<file path="config.mk">
export PLATFORM = sky130hd
export DESIGN_NAME = sbc_bus_status
export DESIGN_NICKNAME = d
export VERILOG_FILES = /design/src/logic/sbc_pkg.sv /design/src/logic/sbc_tx_recovery.sv /design/src/logic/sbc_bus_status.sv
export SDC_FILE = /design/constraint.sdc
export NUM_CORES = 1
export LEC_CHECK = 0
export ABC_AREA = 1
export BUFFER_PORTS_ARGS = -buffer_cell sky130_fd_sc_hd__buf_4
export CORE_AREA = 3 3 118 120
export CTS_CLUSTER_SIZE = 20
export DETAILED_ROUTE_END_ITERATION = 6
export DIE_AREA = 0 0 121 123
export HOLD_SLACK_MARGIN = 0.05
export PLACE_DENSITY = 0.59
export SLEW_MARGIN = 15
export SYNTH_ARGS = -nofsm -noshare
export SYNTH_HDL_FRONTEND = slang
export SYNTH_HIERARCHICAL = 1
export SYNTH_SLANG_ARGS = --single-unit
</file>
<file path="constraint.sdc">
create_clock -name mclk_i -period 1.4 [get_ports mclk_i]
set_clock_uncertainty 0.15 [all_clocks]
set_input_delay 0.28 -clock mclk_i [delete_from_list [all_inputs] [get_ports mclk_i]]
set_output_delay 0.28 -clock mclk_i [all_outputs]
set_load 0.1 [all_outputs]
</file>
<file path="src/logic/sbc_pkg.sv">
// Package: offsets, layouts, reset values and timing of the bus status bank
package sbc_pkg;

  // ********************************************************
  // Register addresses (7-bit command address)
  // ********************************************************
  localparam logic [6:0] ADDR_DEV = 7'h43;
  localparam logic [6:0] ADDR_BUS_A = 7'h44;
  localparam logic [6:0] ADDR_BUS_B = 7'h45;

  // ********************************************************
  // Values after power-on or soft reset
  // ********************************************************
  localparam logic [7:0] RST_DEV = 8'h00;
  localparam logic [7:0] RST_BUS_A = 8'h00;
  localparam logic [7:0] RST_BUS_B = 8'h00;

  // ********************************************************
  // Bit masks: implemented, clearable, kept on restart
  // ********************************************************
  localparam logic [7:0] IMPL_BUS_A = 8'h67;
  localparam logic [7:0] IMPL_BUS_B = 8'h1e;
  localparam logic [7:0] CLR_DEV = 8'hf3;
  localparam logic [7:0] KEEP_DEV = 8'hff;
  localparam logic [7:0] KEEP_BUS_A = 8'h67;
  localparam logic [7:0] KEEP_BUS_B = 8'h1e;

  // ********************************************************
  // Field positions (low bit of each field)
  // ********************************************************
  localparam int POS_CAUSE = 6;
  localparam int POS_PIN_HIGH = 5;
  localparam int POS_FSI_FAULT = 4;
  localparam int POS_WD_CNT = 2;
  localparam int POS_BAD_CMD = 1;
  localparam int POS_FO_ACT = 0;
  localparam int POS_LIN1 = 5;
  localparam int POS_CAN = 1;
  localparam int POS_CAN_LOW = 0;
  localparam int POS_LIN3 = 3;
  localparam int POS_LIN2 = 1;

  // ********************************************************
  // Codes
  // ********************************************************
  localparam logic [1:0] CAUSE_FAIL = 2'h1;
  localparam logic [1:0] CAUSE_SLEEP = 2'h2;
  localparam logic [1:0] CODE_NONE = 2'h0;
  localparam logic [1:0] CODE_THERM = 2'h1;
  localparam logic [1:0] CODE_TXD = 2'h2;
  localparam logic [1:0] CODE_BUS = 2'h3;
  localparam logic [1:0] WD_MAX = 2'h2;

  // CAN operating mode as seen by the comparator enable
  typedef enum logic [1:0] {CAN_OFF, CAN_WAKE, CAN_RXONLY, CAN_NORMAL} sbc_can_mode_t;

  // ********************************************************
  // Timing
  // ********************************************************
  localparam int CLK_PERIOD_NS = 4;
  localparam int TX_EN_TIME_NS = 1000;
  localparam int TX_EN_CYCLES = (TX_EN_TIME_NS + CLK_PERIOD_NS - 1) / CLK_PERIOD_NS;

endpackage

</file>
<file path="src/logic/sbc_tx_recovery.sv">
// Transmitter lock-out and recovery for one bus transceiver
`timescale 1ns/1ns
`default_nettype none

module sbc_tx_recovery
  import sbc_pkg::*;
#(
  parameter int EN_CYCLES = TX_EN_CYCLES
)
(
  // Clock and reset
  input wire logic mclk_i,
  input wire logic rstn_i,
  // Fault causes
  input wire logic tx_stuck_i,
  input wire logic bus_stuck_i,
  input wire logic thermal_i,
  input wire logic supply_low_i,
  // Recovery conditions
  input wire logic wake_or_off_i,
  input wire logic txd_i,
  input wire logic bus_recessive_i,
  // Transmitter enable
  output logic tx_en_o
);

  localparam int CW = $clog2(EN_CYCLES + 1);

  generate
    if (EN_CYCLES < 1)
    begin : g_bad
      $error("EN_CYCLES must be at least one");
    end
  endgenerate

  typedef enum logic [1:0] {TX_RUN, TX_BLOCK, TX_ARM} sbc_tx_state_t;

  sbc_tx_state_t state;
  sbc_tx_state_t next_state;
  logic tx_blk;
  logic bus_blk;
  logic [CW-1:0] cnt;
  logic [CW-1:0] next_cnt;

  // Each cause has its own way out; thermal and supply wait for the level
  wire fault_any = tx_stuck_i | bus_stuck_i | thermal_i | supply_low_i;
  wire tx_ok = !tx_blk || txd_i || wake_or_off_i;
  wire bus_ok = !bus_blk || bus_recessive_i || wake_or_off_i;
  wire released = tx_ok && bus_ok && !thermal_i && !supply_low_i;
  wire hold_done = txd_i && (cnt == CW'(EN_CYCLES - 1));

  // Next state: a low on the transmit input restarts the hold time
  always_comb
  begin
    next_state = state;
    next_cnt = cnt;
    unique case (state)
      TX_RUN:
      begin
        if (fault_any)
          next_state = TX_BLOCK;
      end
      TX_BLOCK:
      begin
        next_cnt = '0;
        if (released && !fault_any)
          next_state = TX_ARM;
      end
      TX_ARM:
      begin
        if (fault_any)
          next_state = TX_BLOCK;
        else if (!txd_i)
          next_cnt = '0;
        else if (hold_done)
          next_state = TX_RUN;
        else
          next_cnt = cnt + CW'(1);
      end
    endcase
  end

  // State and cause flags
  always_ff @(posedge mclk_i or negedge rstn_i)
  begin
    if (!rstn_i)
    begin
      state <= TX_RUN;
      cnt <= '0;
      tx_blk <= 1'b0;
      bus_blk <= 1'b0;
      tx_en_o <= 1'b1;
    end
    else
    begin
      state <= next_state;
      cnt <= next_cnt;
      tx_blk <= tx_stuck_i | (tx_blk & (next_state == TX_BLOCK));
      bus_blk <= bus_stuck_i | (bus_blk & (next_state == TX_BLOCK));
      tx_en_o <= (next_state == TX_RUN);
    end
  end
endmodule // sbc_tx_recovery

`default_nettype wire

</file>
<file path="src/logic/sbc_bus_status.sv">
// Device, CAN and LIN status registers read and cleared by command frames
`timescale 1ns/1ns
`default_nettype none

// Notes on behaviour
// - Bits 7:6 hold restart cause: 01 failure or fail-safe wake, 10 sleep wake.
// - Restart cause reads 00 only after the controller clears it or after a power-on or soft reset.
// - Device register keeps all bits on restart; power-on and soft reset zero it.
// - Bit 5 sets on reset pin clamped high, held until cleared.
// - Bit 4 sets on a wrong fail-safe input pattern, held until cleared.
// - Bits 3:2 count watchdog failures, saturating at two.
// - Watchdog counter clears on a good trigger; no other bit self-clears.
// - An invalid command is not executed and sets bit 1.
// - The bad-command flag clears only by a clear command or by a power-on or soft reset.
// - Bit 0 sets while the fail outputs are active, held until cleared.
// - Each LIN channel has a 2-bit fault code at its own field.
// - CAN fault code: 01 thermal, 10 transmit stuck, 11 bus stuck.
// - CAN supply low sets bit 0 and disables the CAN transmitter.
// - The CAN supply comparator runs in normal, receive-only, or woken mode.
// - Transmit-stuck lock-out ends on transmit input high or wake/off mode.
// - Bus-stuck lock-out ends on a recessive bus or wake/off mode.
// - Transmission resumes only after transmit input stays high the enable time.
// - On restart the bus registers clear the bits not marked as kept.
// - Reserved bits read zero and ignore clears.
module sbc_bus_status
  import sbc_pkg::*;
#(
  parameter int LIN_CH = 3,
  parameter int EN_CYCLES = TX_EN_CYCLES
)
(
  // Clock and reset
  input wire logic mclk_i,
  input wire logic rstn_i,
  input wire logic soft_reset_i,
  input wire logic restart_i,
  // Decoded command frame
  input wire logic frame_valid_i,
  input wire logic [6:0] frame_addr_i,
  input wire logic frame_clear_i,
  input wire logic frame_bad_i,
  // Device events
  input wire logic restart_fail_i,
  input wire logic sleep_wake_i,
  input wire logic reset_pin_stuck_high_i,
  input wire logic failsafe_input_fault_i,
  input wire logic wdog_fail_i,
  input wire logic wdog_ok_i,
  input wire logic fail_outputs_i,
  // CAN transceiver
  input wire sbc_can_mode_t can_mode_i,
  input wire logic wake_pattern_i,
  input wire logic can_supply_low_i,
  input wire logic can_thermal_i,
  input wire logic can_tx_input_stuck_i,
  input wire logic can_bus_stuck_i,
  input wire logic can_txd_i,
  input wire logic can_bus_recessive_i,
  // LIN transceivers, bit n is channel n+1
  input wire logic [LIN_CH-1:0] lin_thermal_i,
  input wire logic [LIN_CH-1:0] lin_tx_input_stuck_i,
  input wire logic [LIN_CH-1:0] lin_bus_stuck_i,
  input wire logic [LIN_CH-1:0] lin_wake_or_off_i,
  input wire logic [LIN_CH-1:0] lin_txd_i,
  input wire logic [LIN_CH-1:0] lin_bus_recessive_i,
  // Read answer
  output logic rd_valid_o,
  output logic [7:0] rd_data_o,
  // Register contents and side outputs
  output logic [7:0] device_info_status_o,
  output logic [7:0] bus_comm_status_a_o,
  output logic [7:0] bus_comm_status_b_o,
  output logic thermal_level_one_o,
  output logic can_tx_en_o,
  output logic [LIN_CH-1:0] lin_tx_en_o
);

  // Field positions are fixed for exactly three LIN channels
  generate
    if (LIN_CH != 3)
    begin : g_bad_ch
      $error("LIN_CH must be 3");
    end
  endgenerate

  // ********************************************************
  // Helpers
  // ********************************************************

  // Worst fault wins; a clear only drops the old code
  function automatic logic [1:0] fault_code(input logic th, input logic tx,
                                             input logic bus, input logic [1:0] cur,
                                             input logic clr);
    if (bus)
      return CODE_BUS;
    else if (tx)
      return CODE_TXD;
    else if (th)
      return CODE_THERM;
    else
      return clr ? CODE_NONE : cur;
  endfunction

  // Sticky flag: set beats clear
  function automatic logic sticky(input logic set, input logic cur, input logic clr);
    return set | (cur & ~clr);
  endfunction

  // ********************************************************
  // Registers
  // ********************************************************
  logic [7:0] dev;
  logic [7:0] bus_a;
  logic [7:0] bus_b;
  logic [7:0] next_dev;
  logic [7:0] next_bus_a;
  logic [7:0] next_bus_b;

  // ********************************************************
  // Command decode
  // ********************************************************
  // A bad frame touches nothing but its own flag
  wire good = frame_valid_i && !frame_bad_i;
  wire hit_dev = good && (frame_addr_i == ADDR_DEV);
  wire hit_a = good && (frame_addr_i == ADDR_BUS_A);
  wire hit_b = good && (frame_addr_i == ADDR_BUS_B);
  wire hit_any = hit_dev || hit_a || hit_b;
  wire clr_dev = hit_dev && frame_clear_i;
  wire clr_a = hit_a && frame_clear_i;
  wire clr_b = hit_b && frame_clear_i;
  wire bad_cmd = frame_valid_i && frame_bad_i;

  // Read mux; a clear frame still returns the value before clearing
  wire [7:0] rd_mux = hit_dev ? dev : hit_a ? bus_a : hit_b ? bus_b : 8'h00;

  // ********************************************************
  // Device information register
  // ********************************************************
  wire [1:0] cause = dev[POS_CAUSE+1:POS_CAUSE];
  wire [1:0] wd_cnt = dev[POS_WD_CNT+1:POS_WD_CNT];

  // Failure restart outranks a sleep wake; never falls back to 00 alone
  wire [1:0] next_cause = restart_fail_i ? CAUSE_FAIL :
                          sleep_wake_i ? CAUSE_SLEEP :
                          clr_dev ? 2'h0 : cause;

  // Counter saturates at two; a fail in the trigger cycle still counts
  wire [1:0] next_wd = wdog_fail_i ? ((wd_cnt == WD_MAX) ? WD_MAX : wd_cnt + 2'h1) :
                       wdog_ok_i ? 2'h0 : wd_cnt;

  assign next_dev[POS_CAUSE+1:POS_CAUSE] = next_cause;
  assign next_dev[POS_PIN_HIGH] = sticky(reset_pin_stuck_high_i, dev[POS_PIN_HIGH], clr_dev);
  assign next_dev[POS_FSI_FAULT] = sticky(failsafe_input_fault_i, dev[POS_FSI_FAULT], clr_dev);
  assign next_dev[POS_WD_CNT+1:POS_WD_CNT] = next_wd;
  assign next_dev[POS_BAD_CMD] = sticky(bad_cmd, dev[POS_BAD_CMD], clr_dev);
  assign next_dev[POS_FO_ACT] = sticky(fail_outputs_i, dev[POS_FO_ACT], clr_dev);

  // ********************************************************
  // CAN supply comparator
  // ********************************************************
  // Comparator off in sleep-like modes so a dead supply raises nothing
  wire cmp_en = (can_mode_i == CAN_NORMAL) || (can_mode_i == CAN_RXONLY) ||
                ((can_mode_i == CAN_WAKE) && wake_pattern_i);
  wire can_low = can_supply_low_i && cmp_en;

  // ********************************************************
  // Bus status registers
  // ********************************************************
  logic [7:0] raw_a;
  logic [7:0] raw_b;

  // Unimplemented positions stay zero and are masked again below
  always_comb
  begin
    raw_a = 8'h00;
    raw_b = 8'h00;
    raw_a[POS_LIN1+:2] = fault_code(lin_thermal_i[0], lin_tx_input_stuck_i[0],
                                    lin_bus_stuck_i[0], bus_a[POS_LIN1+:2], clr_a);
    raw_a[POS_CAN+:2] = fault_code(can_thermal_i, can_tx_input_stuck_i,
                                   can_bus_stuck_i, bus_a[POS_CAN+:2], clr_a);
    raw_a[POS_CAN_LOW] = sticky(can_low, bus_a[POS_CAN_LOW], clr_a);
    raw_b[POS_LIN2+:2] = fault_code(lin_thermal_i[1], lin_tx_input_stuck_i[1],
                                    lin_bus_stuck_i[1], bus_b[POS_LIN2+:2], clr_b);
    raw_b[POS_LIN3+:2] = fault_code(lin_thermal_i[2], lin_tx_input_stuck_i[2],
                                    lin_bus_stuck_i[2], bus_b[POS_LIN3+:2], clr_b);
  end

  assign next_bus_a = raw_a & IMPL_BUS_A;
  assign next_bus_b = raw_b & IMPL_BUS_B;

  // ********************************************************
  // Register update
  // ********************************************************
  // Soft reset loads reset values; restart drops bits outside the keep
  // masks, while events and clears of that cycle still count, so no OR
  // with the old contents can undo a clear or merge two fault codes
  always_ff @(posedge mclk_i or negedge rstn_i)
  begin
    if (!rstn_i)
    begin
      dev <= RST_DEV;
      bus_a <= RST_BUS_A;
      bus_b <= RST_BUS_B;
    end
    else if (soft_reset_i)
    begin
      dev <= RST_DEV;
      bus_a <= RST_BUS_A;
      bus_b <= RST_BUS_B;
    end
    else if (restart_i)
    begin
      dev <= next_dev & KEEP_DEV;
      bus_a <= next_bus_a & KEEP_BUS_A;
      bus_b <= next_bus_b & KEEP_BUS_B;
    end
    else
    begin
      dev <= next_dev;
      bus_a <= next_bus_a;
      bus_b <= next_bus_b;
    end
  end

  // ********************************************************
  // Read answer and side outputs
  // ********************************************************
  // Answer comes one cycle after the frame; other addresses stay silent
  always_ff @(posedge mclk_i or negedge rstn_i)
  begin
    if (!rstn_i)
    begin
      rd_valid_o <= 1'b0;
      rd_data_o <= 8'h00;
      thermal_level_one_o <= 1'b0;
    end
    else
    begin
      rd_valid_o <= hit_any;
      rd_data_o <= rd_mux;
      thermal_level_one_o <= can_thermal_i | (|lin_thermal_i);
    end
  end

  assign device_info_status_o = dev;
  assign bus_comm_status_a_o = bus_a;
  assign bus_comm_status_b_o = bus_b;

  // ********************************************************
  // Transmitter recovery
  // ********************************************************
  // Supply low is a CAN-only lock-out cause
  sbc_tx_recovery #(.EN_CYCLES(EN_CYCLES)) u_can_rec
  (
    .mclk_i(mclk_i),
    .rstn_i(rstn_i),
    .tx_stuck_i(can_tx_input_stuck_i),
    .bus_stuck_i(can_bus_stuck_i),
    .thermal_i(can_thermal_i),
    .supply_low_i(can_low),
    .wake_or_off_i((can_mode_i == CAN_OFF) || (can_mode_i == CAN_WAKE)),
    .txd_i(can_txd_i),
    .bus_recessive_i(can_bus_recessive_i),
    .tx_en_o(can_tx_en_o)
  );

  // One recovery unit per LIN channel
  genvar gi;
  generate
    for (gi = 0; gi < LIN_CH; gi++)
    begin : g_lin
      sbc_tx_recovery #(.EN_CYCLES(EN_CYCLES)) u_lin_rec
      (
        .mclk_i(mclk_i),
        .rstn_i(rstn_i),
        .tx_stuck_i(lin_tx_input_stuck_i[gi]),
        .bus_stuck_i(lin_bus_stuck_i[gi]),
        .thermal_i(lin_thermal_i[gi]),
        .supply_low_i(1'b0),
        .wake_or_off_i(lin_wake_or_off_i[gi]),
        .txd_i(lin_txd_i[gi]),
        .bus_recessive_i(lin_bus_recessive_i[gi]),
        .tx_en_o(lin_tx_en_o[gi])
      );
    end
  endgenerate

  wire quiet = !soft_reset_i;
endmodule // sbc_bus_status

`default_nettype wire

</file>
# [Yosys cells after proc, flatten, opt, wreduce, memory -nomap -nowiden]
# Index checks and enable logic that the tools add are counted.
[word_totals] ff_bits=86 latch_bits=0 mem_bits_rw=0 romBits=0 in_bits=48 out_inout_bits=38 word_cells=262 mem_count=0
[classes] addsub=5 multipliers=0 div_mod_pow=0 order_cmp=0 n_eq_ne=31 n_shift=0 muxes=66 bitwise=38 reduce_logical=90
[ops] operator="two-way mux 8 bit" n=16
[ops] operator="two-way mux 2 bit" n=40
[ops] operator="one-hot mux 8 bit (2 select lines)" n=4
[ops] operator="adder 8 x 1 -> 8 bit, second input constant" n=4
[ops] operator="== test 8 bit, second input constant" n=4
[ops] operator="logical AND 1 bit" n=27
[ops] operator="one-hot mux 2 bit (3 select lines)" n=4
[ops] operator="bitwise OR 1 bit" n=23
[ops] operator="== test 7 bit, second input constant" n=3
[ops] operator="logical OR 1 bit" n=21
[ops] operator="nonzero test 5 bit" n=4
[ops] operator="== test 2 x 1 -> 1 bit, second input constant" n=9
[ops] operator="zero test 1 bit" n=18
[ops] operator="zero test 2 bit" n=9
[ops] operator="== test 2 bit, second input constant" n=7
[ops] operator="bitwise AND 1 bit" n=13
[ops] operator="!= test 3 bit, second input constant" n=4
[ops] operator="AND reduction 3 bit" n=4
[ops] operator="!= test 2 bit, second input constant" n=4
[ops] operator="nonzero test 2 bit" n=4
[ops] operator="two-way mux 7 bit" n=1
[ops] operator="two-way mux 5 bit" n=1
[ops] operator="nonzero test 4 bit" n=1
[ops] operator="nonzero test 3 bit" n=1
[ops] operator="3 further kinds" n=4

# [Longest topological paths before layout]
[logic_depth] ltp_word=12 mapped_depth=14 depth_no_buf=14

# [Modules after synthesis]
# The synthesis kept the hierarchy.
[modules_own_cells] module="sbc_tx_recovery (g_lin[0].u_lin_rec ...)" n_inst=3 cells_per_inst=116 area_each_um2=827.0 seq_area_each_um2=326.6
[modules_own_cells] module="sbc_bus_status" n_inst=1 cells_per_inst=164 area_each_um2=1356.3 seq_area_each_um2=675.6
[modules_own_cells] module="sbc_tx_recovery (u_can_rec)" n_inst=1 cells_per_inst=113 area_each_um2=823.3 seq_area_each_um2=326.6

# [Worst setup path after synthesis]
# Ideal clock, no wire load.
[synth_timing] kind="register -> register" start="register dev[3] (netlist: device_info_status_o[3])" end="register dev[3] (netlist: device_info_status_o[3])" setup_time_ps=129 arrival_ps=1491 required_time_ps=1121 path_slack_ps=-370 path_stages_with_launch=5 n_path_buf=0 period_less_slack_ps=1770 cell_sequence="dfrtp_1 > inv_1 > ha_1 > nand3_1 > o21ai_0"
[synth_between] elab_chain_len=4 word_cells_on_any_way=5 cone_classes="add/sub (1); eq/ne (1); mux (3)"
[synth_lines] element="from (decl)" line_no="sbc_bus_status.sv:112" rtl="logic [7:0] dev;"
[synth_lines] element="from (signal assigned)" line_no="sbc_bus_status.sv:213" rtl="dev <= next_dev & KEEP_DEV;"
[synth_lines] element="from (signal assigned)" line_no="sbc_bus_status.sv:219" rtl="dev <= next_dev;"
[synth_lines] element="adder 2 x 1 -> 2 bit or == test 2 bit (tied branches)" line_no="sbc_bus_status.sv:148" rtl="wire [1:0] next_wd = wdog_fail_i ? ((wd_cnt == WD_MAX) ? WD_MAX : wd_cnt + 2'h1) :"
[synth_lines] element="two-way mux 2 bit * (2 in series)" line_no="sbc_bus_status.sv:148"
[synth_lines] element="two-way mux 8 bit *" line_no="sbc_bus_status.sv:205" rtl="else if (soft_reset_i)"
# Mark *: on every way between the ends. The rest lies on a longest branch, timed or not.
# A chain may end at the register's enable or synchronous reset.

# [Worst setup path after layout]
[layout_timing] start="register g_lin[2].u_lin_rec.cnt[0]" end="register g_lin[2].u_lin_rec.cnt[5]"
[layout_between] elab_chain_len=5 word_cells_on_any_way=9 cone_classes="add/sub (1); eq/ne (2); mux (4); reduce/logical (2)"
[layout_lines] element="from (decl)" line_no="sbc_tx_recovery.sv:42" rtl="logic [CW-1:0] cnt;"
[layout_lines] element="from (signal assigned)" line_no="sbc_tx_recovery.sv:97" rtl="cnt <= next_cnt;"
[layout_lines] element="adder 8 x 1 -> 8 bit" line_no="sbc_tx_recovery.sv:78" rtl="next_cnt = cnt + CW'(1);"
[layout_lines] element="two-way mux 8 bit" line_no="sbc_tx_recovery.sv:75" rtl="else if (hold_done)"
[layout_lines] element="two-way mux 8 bit" line_no="sbc_tx_recovery.sv:73" rtl="else if (!txd_i)"
[layout_lines] element="two-way mux 8 bit" line_no="sbc_tx_recovery.sv:71" rtl="if (fault_any)"
[layout_lines] element="one-hot mux 8 bit (2 select lines)" line_no="sbc_tx_recovery.sv:57" rtl="unique case (state)"
# Parallel ways exist; a longest one is shown, timed or not. The select of a mux whose other input is x is not followed.

==> impl_metrics.yaml <==
die:
  fp.dieW_um: 121
  die_area_mm2: 0.0149
  rows: 42
  ios: 86
  start_util_pct: 35.6
  fp.coreArea_mm2: 0.0131
  die_y_um: 123
grt:
  grt_pass1_vias: 4600
  grtUsageTotal_pct: 16.4
  grt_overflow_total: 0
  grt_max_degree: 53
  antenna_found_initial: 0
  grt_pass1_wl_mm: 19.8
power:
  p_per_area_mw_per_mm2: 1280
  internal_power_mw: 6.15
  pwr-share-clk_pct: 29.2
  ir_drop_mv: 1.50
  power_mw: 9.71
  swShare_pct: 36.6
  power_frac_comb_pct: 41.7
  switchingPower_mw: 3.56
  pwr-share-seq_pct: 29.1
  p_leak_nw: 3.78
clocking:
  cts_inserted_buffers: 9
  clk_latency_ps: 330
  htreeDepth: 3
  cts-root-buf: "clkbuf_16"
  clock_sinks: 79
  cts_tree: "built"
  cts_buffer_depth: 2
  cts.clk_slew.worst_paths_ps: 60
yosys:
  muxShareOfSynthArea_pct: 0
  async_flop_share_pct: 100
  synthSimpleGateAreaFrac_pct: 32.3
  yosysUniqueCellTypes: 38
  synth_fa_ha_area_share_pct: 4.56
  syn_avg_cell_area_um2: 7.46
  yosys.area_share.xor_xnor_pct: 0
  synth_edf_count: 0
  ys_warn_count: 6
  syn_area_mm2: 0.00466
  synth-compound-area-share_pct: 9.34
  synthFlopType: "dfrtp_1"
  synthCells: 625
  yosysSeqAreaShare_pct: 42.5
  synth_seq_cells: 79
  synth_top_family_by_area: "simple AND/OR/NAND/NOR gates"
setup_path:
  worst_setup_path_start_kind: "flop"
  max_stage_delay_ps: 440
  crit_arrival_ps: 1650
  critPathCaptureType: "flop"
  crit_buf_inv: 1
  cp_data_required_time_ps: 1460
  crit_path_frequent_cell: "nand2_1"
  path_max_fanout: 8
  cp_cell_sequence: "ha_4 -> nand2_2 -> nor2_1 -> nand2_1 -> nand2_4 -> o22ai_4 -> inv_4 -> nand2_1 -> o21ai_1"
  crit_path_top_delay_cell: "dfrtp_2"
  critPathKind: "reg2reg"
  critPathTopFamily: "flip-flops"
layout:
  drive_gt1_share_pct: 43.5
  fin_util_pct: 57.9
  final_nets: 897
  layout_commonest_cell: "buf_4"
  diodes: 0
  area_growth_syn_to_layout_pct: 62.6
  final_cell_mix: "buf_4 (148), nand2_1 (137), inv_1 (92)"
hold_path:
  hp-class: "in2reg"
place:
  gp_congestion: 0.826
  io_buffers: 77
  place.detailed.hpwl_mm: 8.69
timing:
  timing.final.ws_setup_ps: -186
  grt_setup_unrepaired: "yes"
  period_share_pct: 113
  drv_slew: 0
  hold_violations: 0
  setup-violations-final: 50
  fin_crit_ps: 1590
  timing.fmax_mhz: 630
detailed_routing:
  wirelength_mm: 12.4
  wl_per_cell_um: 12.3
  drt-pass1-iter-count: 4
  drcViolationCount: 0
  viasPerCell: 4.60
  vias: 4658
  drtAntennaViolNets: 0
  drt_iter0_drc: 165
flow_run:
  drv_cap: 0
run_status:
  failed_checks: "setup timing"
  outcome: "finished, violations left"
worst paths after layout:
| check | from | to | slack, ps | depth (start not counted) |
|---|---|---|---|---|
| max reg2reg | g_lin[2].u_lin_rec/cnt[0] | g_lin[2].u_lin_rec/cnt[5] | -190 | 9 |
| max in group asynchronous | rstn_i | g_lin[1].u_lin_rec/tx_en_o | 460 | 3 |
| min in group asynchronous | rstn_i | g_lin[2].u_lin_rec/cnt[4] | 300 | 3 |
| min reg2reg | g_lin[0].u_lin_rec/tx_blk | g_lin[0].u_lin_rec/tx_blk | 350 | 2 |
| max | g_lin[2].u_lin_rec/cnt[0] | g_lin[2].u_lin_rec/cnt[5] | -190 | 9 |
| min | soft_reset_i | device_info_status_o[6] | 80 | 2 |
stage by stage:
step / setup TNS (ps) / area [um2] / hold slack (ps) / setup slack [ps] / instances
2_1_floorplan: -792 / 4750 / -166 / -79.7 / 634
3_3_place_gp: -6010 / 6080 / 108 / -245 / 953
3_5_place_dp: -7230 / 6080 / 103 / -271 / 953
4_1_cts: -6620 / 7120 / 60.1 / -191 / 999
5_1_grt: -10820 / 7580 / 82.0 / -273 / 1013
6_report: -5930 / 7580 / 77.3 / -186 / 1013
cells in the mapped netlist, types with 2 or more instances:
cell type	count	area share, %
o21ai_2	3	0.56
nor4_1	4	0.54
o21ai_1	18	1.9
nand3_2	2	0.43
nand2_4	2	0.48
nor3_1	3	0.32
nand2_2	12	1.6
nor2_2	5	0.67
ha_1	17	4.6
nor3b_1	7	1.1
nand4_1	18	2.4
or2_2	3	0.40
inv_1	103	8.3
nor2_4	2	0.48
dfrtp_1	75	40
o22ai_4	3	1.3
buf_4	7	1.1
inv_2	8	0.64
nand2_1	171	14
o21ai_0	32	3.4
o21a_1	2	0.32
a21o_1	3	0.48
a21oi_1	9	0.97
nand3_1	45	4.8
buf_6	3	0.72
dfstp_2	4	2.3
nor2_1	53	4.3
power groups by stage:
stage / Clock (mW) / Combinational [mW] / Sequential (mW)
final: 2.83 / 4.05 / 2.82
after global routing: 3.03 / 4.38 / 2.86
after CTS: 2.90 / 3.52 / 2.81
after detailed placement: 0 / 2.87 / 2.79
after global placement: 0 / 2.80 / 2.79
after floorplan: 0 / 1.40 / 3.46
final cells by class:
class | count | area, um2
timing repair buffer | 198 | 1900
clock inverter | 7 | 135
fill | 1122 | 5510
clock buffer | 9 | 225
inverter | 113 | 444
multi-input combinational | 431 | 2670
sequential | 79 | 1990
tap | 176 | 220
what timing repair did:
action,4_1_cts,5_1_grt
setup buffers,20,14
endpoints found under the setup margin,77,75
gates resized for setup,117,106
hold buffers,9,0
pin swaps,30,41
cloned,1,0
endpoints found under the hold margin,84,0
per-layer routing:
layer | track usage [%] | vias up | part of all wire, %
met5 | 0 | - | 0
met4 | 7.58 | 0 | 1.1
met3 | 3.98 | 8 | 3.9
met2 | 28.1 | 73 | 52
met1 | 19.6 | 2191 | 43
li1 | - | 2386 | -
registers in the layout, indices dropped and copies added (netlist names):
| name | flops |
|---|---|
| g_lin.u_lin_rec/cnt | 24 |
| rd_valid_o | 1 |
| u_can_rec/bus_blk | 1 |
| u_can_rec/state | 2 |
| bus_comm_status_b_o | 4 |
| u_can_rec/cnt | 8 |
| u_can_rec/tx_en_o | 1 |
| device_info_status_o | 8 |
| bus_comm_status_a_o | 5 |
| thermal_level_one_o | 1 |
| rd_data_o | 8 |
| g_lin.u_lin_rec/state | 6 |
| g_lin.u_lin_rec/bus_blk | 3 |
| g_lin.u_lin_rec/tx_en_o | 3 |
| u_can_rec/tx_blk | 1 |
| g_lin.u_lin_rec/tx_blk | 3 |
kinds of logic (layout without fill, tap and decap cells):
| logic type | Yosys count | count (layout) |
|---|---|---|
| simple gates | 331 | 331 |
| other cells | 1 | 10 |
| compound gates | 72 | 73 |
| flops | 79 | 79 |
| buf+inv | 125 | 327 |
| fa+ha+maj | 17 | 17 |
Note: power is estimated with default switching activity, not from simulation.
